### src/pfs_pkg.sv
/*
  pfs_pkg: constants and carrier types for the function status register.
  assumes: a configuration access port that presents a 16-bit half-word
  at the status offset with per-byte write strobes.
*/
package pfs_pkg;

  localparam logic [7:0]  PFS_STATUS_OFFSET = 8'h06;
  localparam logic [15:0] PFS_STATUS_RESET  = 16'h0210;

  localparam int PFS_BIT_PARITY_FAULT    = 15;
  localparam int PFS_BIT_SYSTEM_FAULT    = 14;
  localparam int PFS_BIT_MASTER_TERM     = 13;
  localparam int PFS_BIT_RX_TARGET_TERM  = 12;
  localparam int PFS_BIT_TX_TARGET_TERM  = 11;
  localparam int PFS_BIT_DEVSEL_HI       = 10;
  localparam int PFS_BIT_DEVSEL_LO       = 9;
  localparam int PFS_BIT_MASTER_DPAR     = 8;
  localparam int PFS_BIT_BACK_TO_BACK    = 7;
  localparam int PFS_BIT_USER_FEATURE    = 6;
  localparam int PFS_BIT_HIGH_SPEED      = 5;
  localparam int PFS_BIT_CAP_LIST        = 4;
  localparam int PFS_BIT_INT_PENDING     = 3;

  localparam logic [1:0] PFS_DEVSEL_MEDIUM          = 2'h1;
  localparam logic       PFS_BACK_TO_BACK_CAPABLE   = 1'h0;
  localparam logic       PFS_USER_FEATURE_SUPPORT   = 1'h0;
  localparam logic       PFS_HIGH_SPEED_CAPABLE     = 1'h0;
  localparam logic       PFS_CAPABILITY_LIST_PRESENT = 1'h1;

  localparam logic [15:0] PFS_CLEARABLE_MASK = 16'hF900;

  // one-cycle bus event strobes from the bus interface logic
  typedef struct packed {
    logic addr_parity_fault;
    logic data_parity_fault;
    logic system_fault_driven;
    logic master_termination;
    logic target_termination_rx;
    logic target_termination_tx;
    logic parity_error_seen;
    logic acting_as_master;
  } pfs_events_t;

  // command register bits that steer this block
  typedef struct packed {
    logic interrupt_disable;
    logic system_error_enable;
    logic parity_response_enable;
  } pfs_control_t;

  // configuration write to the status half-word
  typedef struct packed {
    logic        strobe;
    logic [1:0]  byte_en;
    logic [15:0] data;
  } pfs_write_t;

endpackage

### src/pfs_int_gate.sv
/*
  pfs_int_gate: registered interrupt output gate.
  assumes: pending and disable are synchronous to mclk.
*/
`timescale 1ns/1ps
`default_nettype none

module pfs_int_gate (
  input  wire logic mclk,
  input  wire logic sys_rst,
  input  wire logic pending,
  input  wire logic disable_int,
  output var  logic int_assert_q
);

  // disable only masks the pin, pending is untouched upstream
  always_ff @(posedge mclk) begin
    if (sys_rst) begin
      int_assert_q <= 1'b0;
    end else begin
      int_assert_q <= pending & ~disable_int;
    end
  end

endmodule // pfs_int_gate

`default_nettype wire

### src/pfs_status_reg.sv
/*
  pfs_status_reg: 16-bit bus error and capability status register.
  assumes: event strobes and command bits come from neighbouring logic on
  mclk; configuration accesses arrive through the documented port.
*/
`timescale 1ns/1ps
`default_nettype none

// Contract
// write one clears, zero keeps, reads pure
// bit 15 sets on address or data parity
// bit 14 sets on enabled system error
// bit 13 sets on received master abort
// bit 12 sets on received target abort
// bit 11 sets on signalled target abort
// devsel timing field reads 01b
// bit 8 needs perr, mastership, response enable
// bit 7 reads zero
// bit 6 reads zero
// bit 5 reads zero
// bit 4 reads one
// interrupt pin asserts when pending and enabled
// interrupt disable masks pin only
// pending only for enabled interrupt conditions
// bits 2 to 0 read zero
// system error driver needs enable bit
// set beats same-cycle clear
module pfs_status_reg (
  input  wire logic                  mclk,
  input  wire logic                  sys_rst,
  input  wire pfs_pkg::pfs_events_t  events,
  input  wire pfs_pkg::pfs_control_t control,
  input  wire logic                  irq_condition,
  input  wire logic                  irq_signal_enable,
  input  wire logic                  irq_condition_gone,
  input  wire pfs_pkg::pfs_write_t   cfg_write,
  output var  logic [15:0]           status_q,
  output var  logic                  system_fault_drive_q,
  output var  logic                  int_assert_q
);

  logic [15:0] set_vec;
  logic [15:0] clr_vec;
  logic [15:0] sticky_q;
  logic [15:0] sticky_d;
  logic        pending_q;
  logic        serr_fire;

  function automatic logic [15:0] lane_mask(input logic [1:0] be);
    lane_mask = {{8{be[1]}}, {8{be[0]}}};
  endfunction

  // driver only when enabled; fires on address parity
  assign serr_fire = control.system_error_enable &
                     events.addr_parity_fault;

  always_comb begin
    set_vec = 16'h0000;
    set_vec[pfs_pkg::PFS_BIT_PARITY_FAULT] =
      events.addr_parity_fault | events.data_parity_fault;
    set_vec[pfs_pkg::PFS_BIT_SYSTEM_FAULT] =
      control.system_error_enable & events.system_fault_driven;
    set_vec[pfs_pkg::PFS_BIT_MASTER_TERM] =
      events.master_termination;
    set_vec[pfs_pkg::PFS_BIT_RX_TARGET_TERM] =
      events.target_termination_rx;
    set_vec[pfs_pkg::PFS_BIT_TX_TARGET_TERM] =
      events.target_termination_tx;
    set_vec[pfs_pkg::PFS_BIT_MASTER_DPAR] =
      events.parity_error_seen & events.acting_as_master &
      control.parity_response_enable;
  end

  // only one-bits in enabled lanes of clearable positions clear
  assign clr_vec = cfg_write.strobe ?
                   (cfg_write.data & lane_mask(cfg_write.byte_en) &
                    pfs_pkg::PFS_CLEARABLE_MASK) : 16'h0000;

  assign sticky_d = (sticky_q & ~clr_vec) | set_vec;

  always_ff @(posedge mclk) begin
    if (sys_rst) begin
      sticky_q <= 16'h0000;
    end else begin
      sticky_q <= sticky_d & pfs_pkg::PFS_CLEARABLE_MASK;
    end
  end

  // pending is an update bit: follows the source, not write-clearable
  always_ff @(posedge mclk) begin
    if (sys_rst) begin
      pending_q <= 1'b0;
    end else if (irq_condition & irq_signal_enable) begin
      pending_q <= 1'b1;
    end else if (irq_condition_gone) begin
      pending_q <= 1'b0;
    end
  end

  // hardwired fields are merged here so writes can never reach them
  always_ff @(posedge mclk) begin
    if (sys_rst) begin
      status_q <= pfs_pkg::PFS_STATUS_RESET;
    end else begin
      status_q <= sticky_d & pfs_pkg::PFS_CLEARABLE_MASK;
      status_q[pfs_pkg::PFS_BIT_DEVSEL_HI:pfs_pkg::PFS_BIT_DEVSEL_LO] <=
        pfs_pkg::PFS_DEVSEL_MEDIUM;
      status_q[pfs_pkg::PFS_BIT_BACK_TO_BACK] <=
        pfs_pkg::PFS_BACK_TO_BACK_CAPABLE;
      status_q[pfs_pkg::PFS_BIT_USER_FEATURE] <=
        pfs_pkg::PFS_USER_FEATURE_SUPPORT;
      status_q[pfs_pkg::PFS_BIT_HIGH_SPEED] <=
        pfs_pkg::PFS_HIGH_SPEED_CAPABLE;
      status_q[pfs_pkg::PFS_BIT_CAP_LIST] <=
        pfs_pkg::PFS_CAPABILITY_LIST_PRESENT;
      status_q[pfs_pkg::PFS_BIT_INT_PENDING] <=
        (irq_condition & irq_signal_enable) |
        (pending_q & ~irq_condition_gone);
      status_q[2:0] <= 3'h0;
    end
  end

  always_ff @(posedge mclk) begin
    if (sys_rst) begin
      system_fault_drive_q <= 1'b0;
    end else begin
      system_fault_drive_q <= serr_fire;
    end
  end

  // disable feeds the gate only, never pending_q
  pfs_int_gate u_int_gate (
    .mclk         (mclk),
    .sys_rst      (sys_rst),
    .pending      (pending_q),
    .disable_int  (control.interrupt_disable),
    .int_assert_q (int_assert_q)
  );

endmodule // pfs_status_reg

`default_nettype wire

### config.mk
export PLATFORM = sky130hd
export DESIGN_NAME = pfs_status_reg
export DESIGN_NICKNAME = d
export VERILOG_FILES = /design/src/pfs_pkg.sv /design/src/pfs_int_gate.sv /design/src/pfs_status_reg.sv
export SDC_FILE = /design/constraint.sdc
export NUM_CORES = 1
export LEC_CHECK = 0
export BUFFER_PORTS_ARGS = -buffer_cell sky130_fd_sc_hd__buf_2
export CAP_MARGIN = 20
export CORE_MARGIN = 3
export CORE_UTILIZATION = 34
export DETAILED_ROUTE_END_ITERATION = 12
export PLACE_DENSITY = 0.84
export SKIP_CTS_REPAIR_TIMING = 1
export SYNTH_ARGS = -nofsm -noshare
export SYNTH_HDL_FRONTEND = slang
export SYNTH_SLANG_ARGS = --single-unit
### constraint.sdc
create_clock -name mclk -period 1.4 [get_ports mclk]
set_input_delay 0.28 -clock mclk [delete_from_list [all_inputs] [get_ports mclk]]
set_output_delay 0.28 -clock mclk [all_outputs]
set_load 0.1 [all_outputs]
* Word-level counts from Yosys, hierarchy flattened
Index checks and enable logic that the tools add are counted.
Storage, ports and cells: input bits 35, register bits after elaboration 35, logic and storage cells 26, output and inout port bits 18
Operators by class: mux-type cells 3, bitwise operators 15, reductions and logical operators 1
Operators with widths (number):
- $and A16 B16 Y16 | 2
- $mux W16 | 1
- $not A16 Y16 | 1
- $or A16 B16 Y16 | 1
- $and A1 B1 Y1 | 7
- $mux W1 | 2
- $not A1 Y1 | 2
- $or A1 B1 Y1 | 2
- $reduce_bool A2 Y1 | 1

* Logic depth before layout (Yosys ltp)
Gate-level depths: netlist of run 1.
depth in word-level cells 5, mapped depth 3, mapped depth without buffers 2

* By module
Synthesis of run 1 repeated with hierarchy kept, for this count alone.
Second synthesis, totals: cell total of the unflattened synthesis 49, area total of the unflattened synthesis 466.7 um2
By module, submodules not included:
- pfs_status_reg | seq. area each 180.2 um2, area an instance 434.2 um2, cells an instance 47, instances 1
- pfs_int_gate | seq. area each 20.0 um2, area an instance 32.5 um2, cells an instance 2, instances 1

* Worst setup path before layout of run 1
Ideal clock, no wire load.
kind register -> register, from reg sticky_q[14], to reg sticky_q[14], path slack -38 ps, setup time 74 ps, data required time 1326 ps, stages on the path, launching flop included 3, data arrival time 1363 ps, path buffers 0, path through dfxtp_1 a21bo_2 a31oi_1
Between the ends: word-level cells in the longest chain between the ends 2
RTL lines:
- from (decl) | RTL line pfs_status_reg.sv:44 | logic [15:0] sticky_q;
- from (signal assigned) | RTL line pfs_status_reg.sv:85 | sticky_q <= sticky_d & pfs_pkg::PFS_CLEARABLE_MASK;
- $and A16 B16 Y16 | RTL line pfs_status_reg.sv:79 | assign sticky_d = (sticky_q & ~clr_vec) | set_vec;
- $or A16 B16 Y16 | RTL line pfs_status_reg.sv:79
No other way between the ends. A chain may end at the register's enable or synchronous reset.

==> key figures, run 1 <==
Clock tree
  • Total clock sinks: 10
  • Clock Pin Slew Worst Setup and Hold Paths: 0.06 ns
  • H-tree depth: 1
  • Total CTS buffers: 3
  • CTS max path bufs: 2
  • Clock Tree Root: clkbuf_4
  • Clk_lat worst skew: 0.25 ns
  • CTS tree: yes

Synth
  • Synth Cell Area: 457 µm²
  • Yosys cell types: 19
  • Xor/xnor cell area share of the yosys netlist: 0%
  • Mux share of post-synthesis cell area: 0%
  • Compound-Gate Fraction of Synth Area: 9.59%
  • Avg Cell Area, Syn: 9.32 µm²
  • Post-Syn Instances: 49
  • Simple-Gate Fraction of Synth Area: 29.0%
  • Synth Warn #: 0
  • Largest family of logic cells by synthesized area: simple AND/OR/NAND/NOR gates
  • Seq/Total Area, Yosys: 43.8%
  • Adder-Cell Fraction of Synth Area: 0%
  • Flops & latches, synth: 10

Global routing
  • Total grt overflow: 0
  • First-pass GRT wire length: 1600 µm
  • Largest net degree at the start of global routing: 12
  • Total track usage: 11.7%
  • Initial antenna violation count: 0
  • Vias in the first global route: 401

Layout
  • P&R area growth vs syn: 34.0%
  • Share of layout cells above drive strength 1: 49.4%
  • Final core occ: 51.6%
  • Commonest cells after routing, fill and taps aside: buf_2 (32), conb_1 (9), dfxtp_1 (9)
  • Inserted Diodes: 0
  • Register area: 201 µm²
  • Most common cell after layout, fill and taps aside: buf_2
  • Multi-input logic area: 210 µm²
  • # fillers: 118
  • Nets: 118

Routing
  • Drt drc: 0
  • Vias/cell: 4.46
  • Vias: 424
  • Drt total wl: 978 µm
  • ANT nets after route: 0
  • DR WL/cell: 10.3 µm
  • Initial detailed-routing violation count: 2
  • Initial DRT Pass Iterations: 2

Placed design
  • Dpl hpwl: 799 µm
  • Placer congestion estimate: 0.621
  • Dpl ws: 0.387 ns
  • # port buffers: 32

STA
  • Post-Route Setup TNS: 0 ns
  • Final worst path period share: 92.4%
  • Final hold slack: 0.185 ns
  • Worst Setup Slack, final: 0.107 ns
  • Final Max Tran Viols: 0
  • Fin. Hold Viols: 0
  • Final setup violation count: 0
  • Post-layout min period: 1.29 ns
  • F_max: 0.773 GHz
  • Skew final: 0.00183 ns
  • RSZ-0062 raised after global routing: false

Critical path
  • Top delay family on crit path: buffers and inverters
  • FF-to-FF Start: sticky_q[14]$_SDFF_PP0_
  • Startpoint Class: flip-flop
  • Crit-path cells: buf_2
  • Critical Path RT: 1.12 ns
  • Worst Path Max Fanout: 2
  • Buffers & Inverters on Critical Path: 1
  • Slowest CP cell: buf_2
  • Critical Path Sink: status_q[13]
  • Path depth of the worst reg2reg path: 2
  • Worst setup EP type: output port
  • Beginning of the critical path: sticky_q[13]$_SDFF_PP0_
  • RR Endpoint: sticky_q[14]$_SDFF_PP0_
  • Critical Path AT: 1.01 ns
  • Crit-path max cell delay: 0.43 ns
  • Reg2Reg Setup Slack: 0.64 ns
  • Worst setup path class: flip-flop to output port
  • Critical path depth: 1

Floorplan
  • Die width: 42.7 µm
  • Ports: 53
  • Die ar.: 1820 µm²
  • Core outline area: 1190 µm²
  • Row count: 12
  • Initial Util: 38.5%
  • Die height: 42.7 µm

Power and ir drop
  • Pwr dens: 1310 nW/µm²
  • Lkg Pwr: 0.329 nW
  • Max IR drop VDD: 0.000550 V

Run status
  • Outcome: finished, final reports clean

Flow run
  • Max_cap viols: 0

Hold path
  • HP Class: primary input to flip-flop
  • Hold Path Origin: control[2]
cells in the mapped netlist:
library cell  count  area [µm²]
a211oi_2          1        12.5
a21bo_2           1        10.0
a21oi_1           2        10.0
a31oi_1           1        6.26
and3_2            1        7.51
and4b_1           2        20.0
and4b_2           1        11.3
and4bb_1          1        12.5
buf_2             1        5.00
buf_4             9        67.6
conb_1            2        7.51
dfxtp_1          10         200
nand2_1           3        11.3
nand2b_1          3        18.8
nand4b_1          1        8.76
nor2_1            4        15.0
nor3_1            4        20.0
nor3b_1           1        7.51
o21ai_0           1        5.00
report_power, final:
part / switching [W] / internal [W]
registers: 0.00000753 / 0.000303
logic: 0.000254 / 0.0000508
clock network: 0.0000856 / 0.0000986
total: 0.000347 / 0.000452
how the worst min path moves through the flow:
| stage | to | cells after the start |
|---|---|---|
| after global routing | u_int_gate.int_assert_q$_SDFF_PP0_ | 2 |
| after CTS | u_int_gate.int_assert_q$_SDFF_PP0_ | 2 |
| after global placement | u_int_gate.int_assert_q$_SDFF_PP0_ | 2 |
| after floorplan | u_int_gate.int_assert_q$_SDFF_PP0_ | 1 |
| final | u_int_gate.int_assert_q$_SDFF_PP0_ | 2 |
| after detailed placement | u_int_gate.int_assert_q$_SDFF_PP0_ | 2 |
area by class of cell:
cell class / instances / share of cell area [%]
well taps: 14 / 2.86
flip-flops and latches: 10 / 32.9
repair buffers: 32 / 26.2
multi-input cells: 36 / 34.4
clock buffers: 3 / 3.68
cell families after synthesis:
family | after synthesis
AOI/OAI and AO/OA | 6
buffers and inverters | 10
DFF | 10
other | 2
and+or+nand+nor | 21
state kept, by name, summed over array words and instances, names as in the netlist:
name,cells
sticky_q,6
status_q,1
system_fault_drive_q,1
u_int_gate.int_assert_q,1
pending_q,1
metal layers:
| layer | track usage (%) | vias to the layer above | wire, µm | part of all wire [%] |
|---|---|---|---|---|
| li1 | - | 216 | - | - |
| met1 | 13.4 | 182 | 381 | 39 |
| met2 | 19.2 | 26 | 481 | 49 |
| met3 | 5.08 | 0 | 115 | 12 |
| met4 | 3.73 | 0 | 0 | 0 |
| met5 | 0 | - | 0 | 0 |
stage by stage:
stage	total power, W	std cells	area, µm²
floorplan	0.000587	56	484
global placement	0.000620	92	589
detailed placement	0.000623	92	589
CTS	0.000812	95	612
global route	0.000833	95	612
finish	0.000800	95	612
Note: power is estimated with default switching activity, not from simulation.
==> run 2: changes to the inputs <==
PLACE_DENSITY = default   (was 0.84)
PLACE_DENSITY_LB_ADDON = 0.08   (was default)
==> run 2 against run 1 <==
Global-route usage down 0.76 points; clock power up 38%; setup slack worse by 0.0022 ns; clock skew down 0.0011 ns; total power up 8.6%; worst hold slack worse by 0.0074 ns.
==> key figures, run 2 (same netlist as run 1, synthesis figures left out) <==
Critical path
  • Crit-path cells: buf_2
  • FF-to-FF Start: sticky_q[14]$_SDFF_PP0_
  • Worst Path Max Fanout: 2
  • Buffers & Inverters on Critical Path: 1
  • Critical Path RT: 1.12 ns
  • Worst setup path class: flip-flop to output port
  • Worst setup EP type: output port
  • Slowest CP cell: buf_2
  • Critical Path AT: 1.02 ns
  • Path depth of the worst reg2reg path: 2
  • Reg2Reg Setup Slack: 0.64 ns
  • Crit-path max cell delay: 0.43 ns
  • Startpoint Class: flip-flop
  • RR Endpoint: sticky_q[14]$_SDFF_PP0_
  • Top delay family on crit path: buffers and inverters

Power and ir drop
  • Clock share of power: 29.2%
  • Total power: 0.000869 W
  • P_sw: 0.000357 W
  • Combinational share of power: 35.1%
  • P_int: 0.000511 W
  • Switching Share: 41.1%
  • Pwr dens: 1390 nW/µm²
  • Max IR drop VDD: 0.000938 V
  • Reg power frac: 35.7%
  • Lkg Pwr: 0.336 nW

STA
  • Final worst path period share: 92.5%
  • Post-Route Setup TNS: 0 ns
  • RSZ-0062 raised after global routing: false
  • Post-layout min period: 1.30 ns
  • F_max: 0.772 GHz
  • Skew final: 0.000710 ns
  • Fin. Hold Viols: 0
  • Worst Setup Slack, final: 0.105 ns
  • Final Max Tran Viols: 0
  • Final hold slack: 0.178 ns
  • Final setup violation count: 0

Layout
  • Max reg flops: 6
  • Reg with most FFs: sticky_q
  • P&R area growth vs syn: 37.0%
  • Nets: 118
  • Inserted Diodes: 0
  • Share of layout cells above drive strength 1: 50.0%
  • Commonest cells after routing, fill and taps aside: buf_2 (32), conb_1 (9), dfxtp_1 (9)
  • Final Cell Area: 626 µm²
  • Most common cell after layout, fill and taps aside: buf_2

Routing
  • Initial detailed-routing violation count: 6
  • Vias: 425
  • DR WL/cell: 9.72 µm
  • ANT nets after route: 0
  • Vias/cell: 4.43
  • Initial DRT Pass Iterations: 4
  • Drt drc: 0
  • Drt total wl: 933 µm

Hold path
  • HP Class: primary input to flip-flop
  • Hold Path Origin: control[2]
  • Hold path depth: 2
  • Endpoint, Worst Hold: u_int_gate.int_assert_q$_SDFF_PP0_

Global routing
  • First-pass GRT wire length: 1500 µm
  • Total track usage: 10.9%
  • Initial antenna violation count: 0
  • Vias in the first global route: 384
  • Total grt overflow: 0
  • Largest net degree at the start of global routing: 12

Placed design
  • # port buffers: 32
  • Placer congestion estimate: 0.585
  • Dpl cell area: 589 µm²
  • Dpl hpwl: 757 µm
  • Dpl ws: 0.386 ns

Floorplan
  • Die height: 42.7 µm
  • Ports: 53
  • Row count: 12
  • Die width: 42.7 µm
  • Core outline area: 1190 µm²
  • Initial Util: 38.5%
  • Die ar.: 1820 µm²

Clock tree
  • Clock Pin Slew Worst Setup and Hold Paths: 0.06 ns
  • CTS tree: yes
  • Clk_lat worst skew: 0.26 ns
  • H-tree depth: 1
  • CTS max path bufs: 2
  • Clock Tree Root: clkbuf_4
  • Total clock sinks: 10
  • Total CTS buffers: 3

Flow run
  • Max_cap viols: 0

Run status
  • Outcome: finished, final reports clean
-- run 2: cell types whose count changed in the layout (fill, tap and decap cells not counted) --
cell      before  now
clkbuf_8       0    1
-- run 2: per-layer routing --
metal  track usage [%]  wire [µm]  up-vias
met2              17.4        435       28
li1                  -          -      219
met3              7.20        142        0
met1              12.1        355      178
met4              1.86          0        0
met5                 0          0        -
-- run 2: layout make-up --
cell class                 instances  area, µm²
clock buffer                       4       36.3
fill                             132        561
sequential                        10        201
multi-input combinational         36        210
tap                               14       17.5
timing repair buffer              32        160
-- run 2: stage by stage --
step | utilization, % | cells
after global routing | 52.7 | 96
after detailed placement | 49.7 | 92
final | 52.7 | 96
after floorplan | - | 56
after CTS | 52.7 | 96
after global placement | 49.7 | 92
-- run 2: power groups by stage --
stage               registers (W)  logic [W]  clock network [W]
finish                   0.000310   0.000305           0.000253
global route             0.000313   0.000317           0.000268
CTS                      0.000310   0.000306           0.000260
detailed placement       0.000316   0.000306                  0
global placement         0.000317   0.000305                  0
floorplan                0.000434   0.000154                  0
-- run 2: worst max-delay path by stage --
stage / from / depth (start not counted) / endpoint
after detailed placement: sticky_q[13]$_SDFF_PP0_ / 1 / status_q[13]
after floorplan: sticky_q[15]$_SDFF_PP0_ / 2 / sticky_q[15]$_SDFF_PP0_
final: sticky_q[15]$_SDFF_PP0_ / 1 / status_q[15]
after global routing: sticky_q[12]$_SDFF_PP0_ / 1 / status_q[12]
after CTS: sticky_q[13]$_SDFF_PP0_ / 1 / status_q[13]
after global placement: sticky_q[15]$_SDFF_PP0_ / 1 / status_q[15]
==> run 3: changes to the inputs <==
CORE_UTILIZATION = 35   (was 34)
CTS_BUF_LIST = sky130_fd_sc_hd__clkbuf_8   (was default)
==> run 3 against run 2 <==
Cell area up 0.80%; critical path type unchanged; setup slack gained 0.034 ns; die area decreased by 2.5%; sequential cell count unchanged; sequential power is essentially flat; fmax is 2.7% higher; global-route usage up 0.40 points; register-to-register slack barely moved; largest cell class unchanged; via count down 1.9%; non-clock buffer count unchanged.
==> key figures, run 3 (same netlist as run 1, synthesis figures left out) <==
Hold path
  • Hold Path Origin: control[2]
  • Endpoint, Worst Hold: u_int_gate.int_assert_q$_SDFF_PP0_
  • Hold path depth: 2
  • HP Class: primary input to flip-flop

STA
  • Final Max Tran Viols: 0
  • Post-Route Setup TNS: 0 ns
  • Post-layout min period: 1.26 ns
  • Skew final: 0.0000562 ns
  • Fin. Hold Viols: 0
  • RSZ-0062 raised after global routing: false
  • Final worst path period share: 90.1%
  • F_max: 0.793 GHz
  • Final setup violation count: 0

Layout
  • Reg with most FFs: sticky_q
  • Register area: 201 µm²
  • Share of layout cells above drive strength 1: 49.4%
  • Nets: 118
  • Commonest cells after routing, fill and taps aside: buf_2 (32), conb_1 (9), dfxtp_1 (9)
  • # fillers: 121
  • Most common cell after layout, fill and taps aside: buf_2
  • Max reg flops: 6
  • Final Cell Area: 631 µm²
  • Multi-input logic area: 210 µm²
  • Inserted Diodes: 0
  • P&R area growth vs syn: 38.1%

Critical path
  • Path depth of the worst reg2reg path: 2
  • Worst setup EP type: output port
  • Slowest CP cell: buf_2
  • Critical Path AT: 0.98 ns
  • Startpoint Class: flip-flop
  • Worst Path Max Fanout: 2
  • Reg2Reg Setup Slack: 0.63 ns
  • Critical Path RT: 1.12 ns
  • Worst setup path class: flip-flop to output port
  • Buffers & Inverters on Critical Path: 1
  • FF-to-FF Start: sticky_q[14]$_SDFF_PP0_
  • Crit-path max cell delay: 0.42 ns
  • Top delay family on crit path: buffers and inverters
  • Critical path depth: 1
  • RR Endpoint: sticky_q[14]$_SDFF_PP0_
  • Crit-path cells: buf_2

Global routing
  • Initial antenna violation count: 0
  • Largest net degree at the start of global routing: 12
  • Total track usage: 11.3%
  • Vias in the first global route: 357
  • Total grt overflow: 0
  • First-pass GRT wire length: 1490 µm

Clock tree
  • H-tree depth: 1
  • Total CTS buffers: 3
  • Clk_lat worst skew: 0.23 ns
  • CTS max path bufs: 2
  • CTS tree: yes
  • Clock Pin Slew Worst Setup and Hold Paths: 0.05 ns
  • Clock Tree Root: clkbuf_8
  • Total clock sinks: 10

Routing
  • Drt drc: 0
  • Vias: 417
  • Vias/cell: 4.39
  • Initial detailed-routing violation count: 3
  • Drt total wl: 985 µm
  • DR WL/cell: 10.4 µm
  • ANT nets after route: 0
  • Initial DRT Pass Iterations: 4

Floorplan
  • Die height: 42.1 µm
  • Initial Util: 39.0%
  • Row count: 12
  • Die width: 42.1 µm
  • Core outline area: 1170 µm²
  • Die ar.: 1770 µm²
  • Ports: 53

Power and ir drop
  • Pwr dens: 1440 nW/µm²
  • Max IR drop VDD: 0.000738 V
  • Lkg Pwr: 0.337 nW

Placed design
  • # port buffers: 32
  • Placer congestion estimate: 0.731
  • Dpl cell area: 589 µm²
  • Dpl hpwl: 802 µm

Run status
  • Outcome: finished, final reports clean

Flow run
  • Max_cap viols: 0
run 3: cell count changes in the layout (fill, tap and decap cells not counted), sizes merged:
cell / delta
clkbuf: -1
run 3: layout make-up:
type                    count  area share (%)
multi-input cells          36            33.3
flip-flops and latches     10            31.9
repair buffers             32            25.4
clock buffers               3            6.55
well taps                  14            2.78
run 3: through the flow:
| stage | std cells | hold slack [ns] | util [%] | power [W] | setup WS [ns] |
|---|---|---|---|---|---|
| after floorplan | 56 | 0.356 | - | 0.000587 | 0.0609 |
| after global placement | 92 | 0.452 | 50.3 | 0.000621 | 0.388 |
| after detailed placement | 92 | 0.450 | 50.3 | 0.000623 | 0.385 |
| after CTS | 95 | 0.208 | 53.8 | 0.000919 | 0.128 |
| after global routing | 95 | 0.220 | 53.8 | 0.000944 | 0.116 |
| final | 95 | 0.212 | 53.8 | 0.000905 | 0.139 |
run 3: worst max-delay path by stage:
stage	end	slack, ns	from
detailed placement	status_q[15]	0.38	sticky_q[15]$_SDFF_PP0_
global route	status_q[15]	0.12	sticky_q[15]$_SDFF_PP0_
CTS	status_q[15]	0.13	sticky_q[15]$_SDFF_PP0_
finish	status_q[15]	0.14	sticky_q[15]$_SDFF_PP0_
global placement	status_q[13]	0.39	sticky_q[13]$_SDFF_PP0_
floorplan	sticky_q[15]$_SDFF_PP0_	0.06	sticky_q[15]$_SDFF_PP0_
run 3: layer usage:
| metal | GRT usage, % | vias up | part of all wire (%) |
|---|---|---|---|
| met1 | 12.2 | 178 | 39 |
| met3 | 5.58 | 0 | 13 |
| li1 | - | 216 | - |
| met2 | 19.1 | 23 | 49 |
| met4 | 3.73 | 0 | 0 |
| met5 | 0 | - | 0 |
run 3: where the power goes:
part | leakage (nW) | switching [W] | internal [W]
clock network | 0.0216 | 0.000101 | 0.000187
registers | 0.0832 | 0.00000681 | 0.000304
logic | 0.232 | 0.000255 | 0.0000509
total | 0.337 | 0.000363 | 0.000542
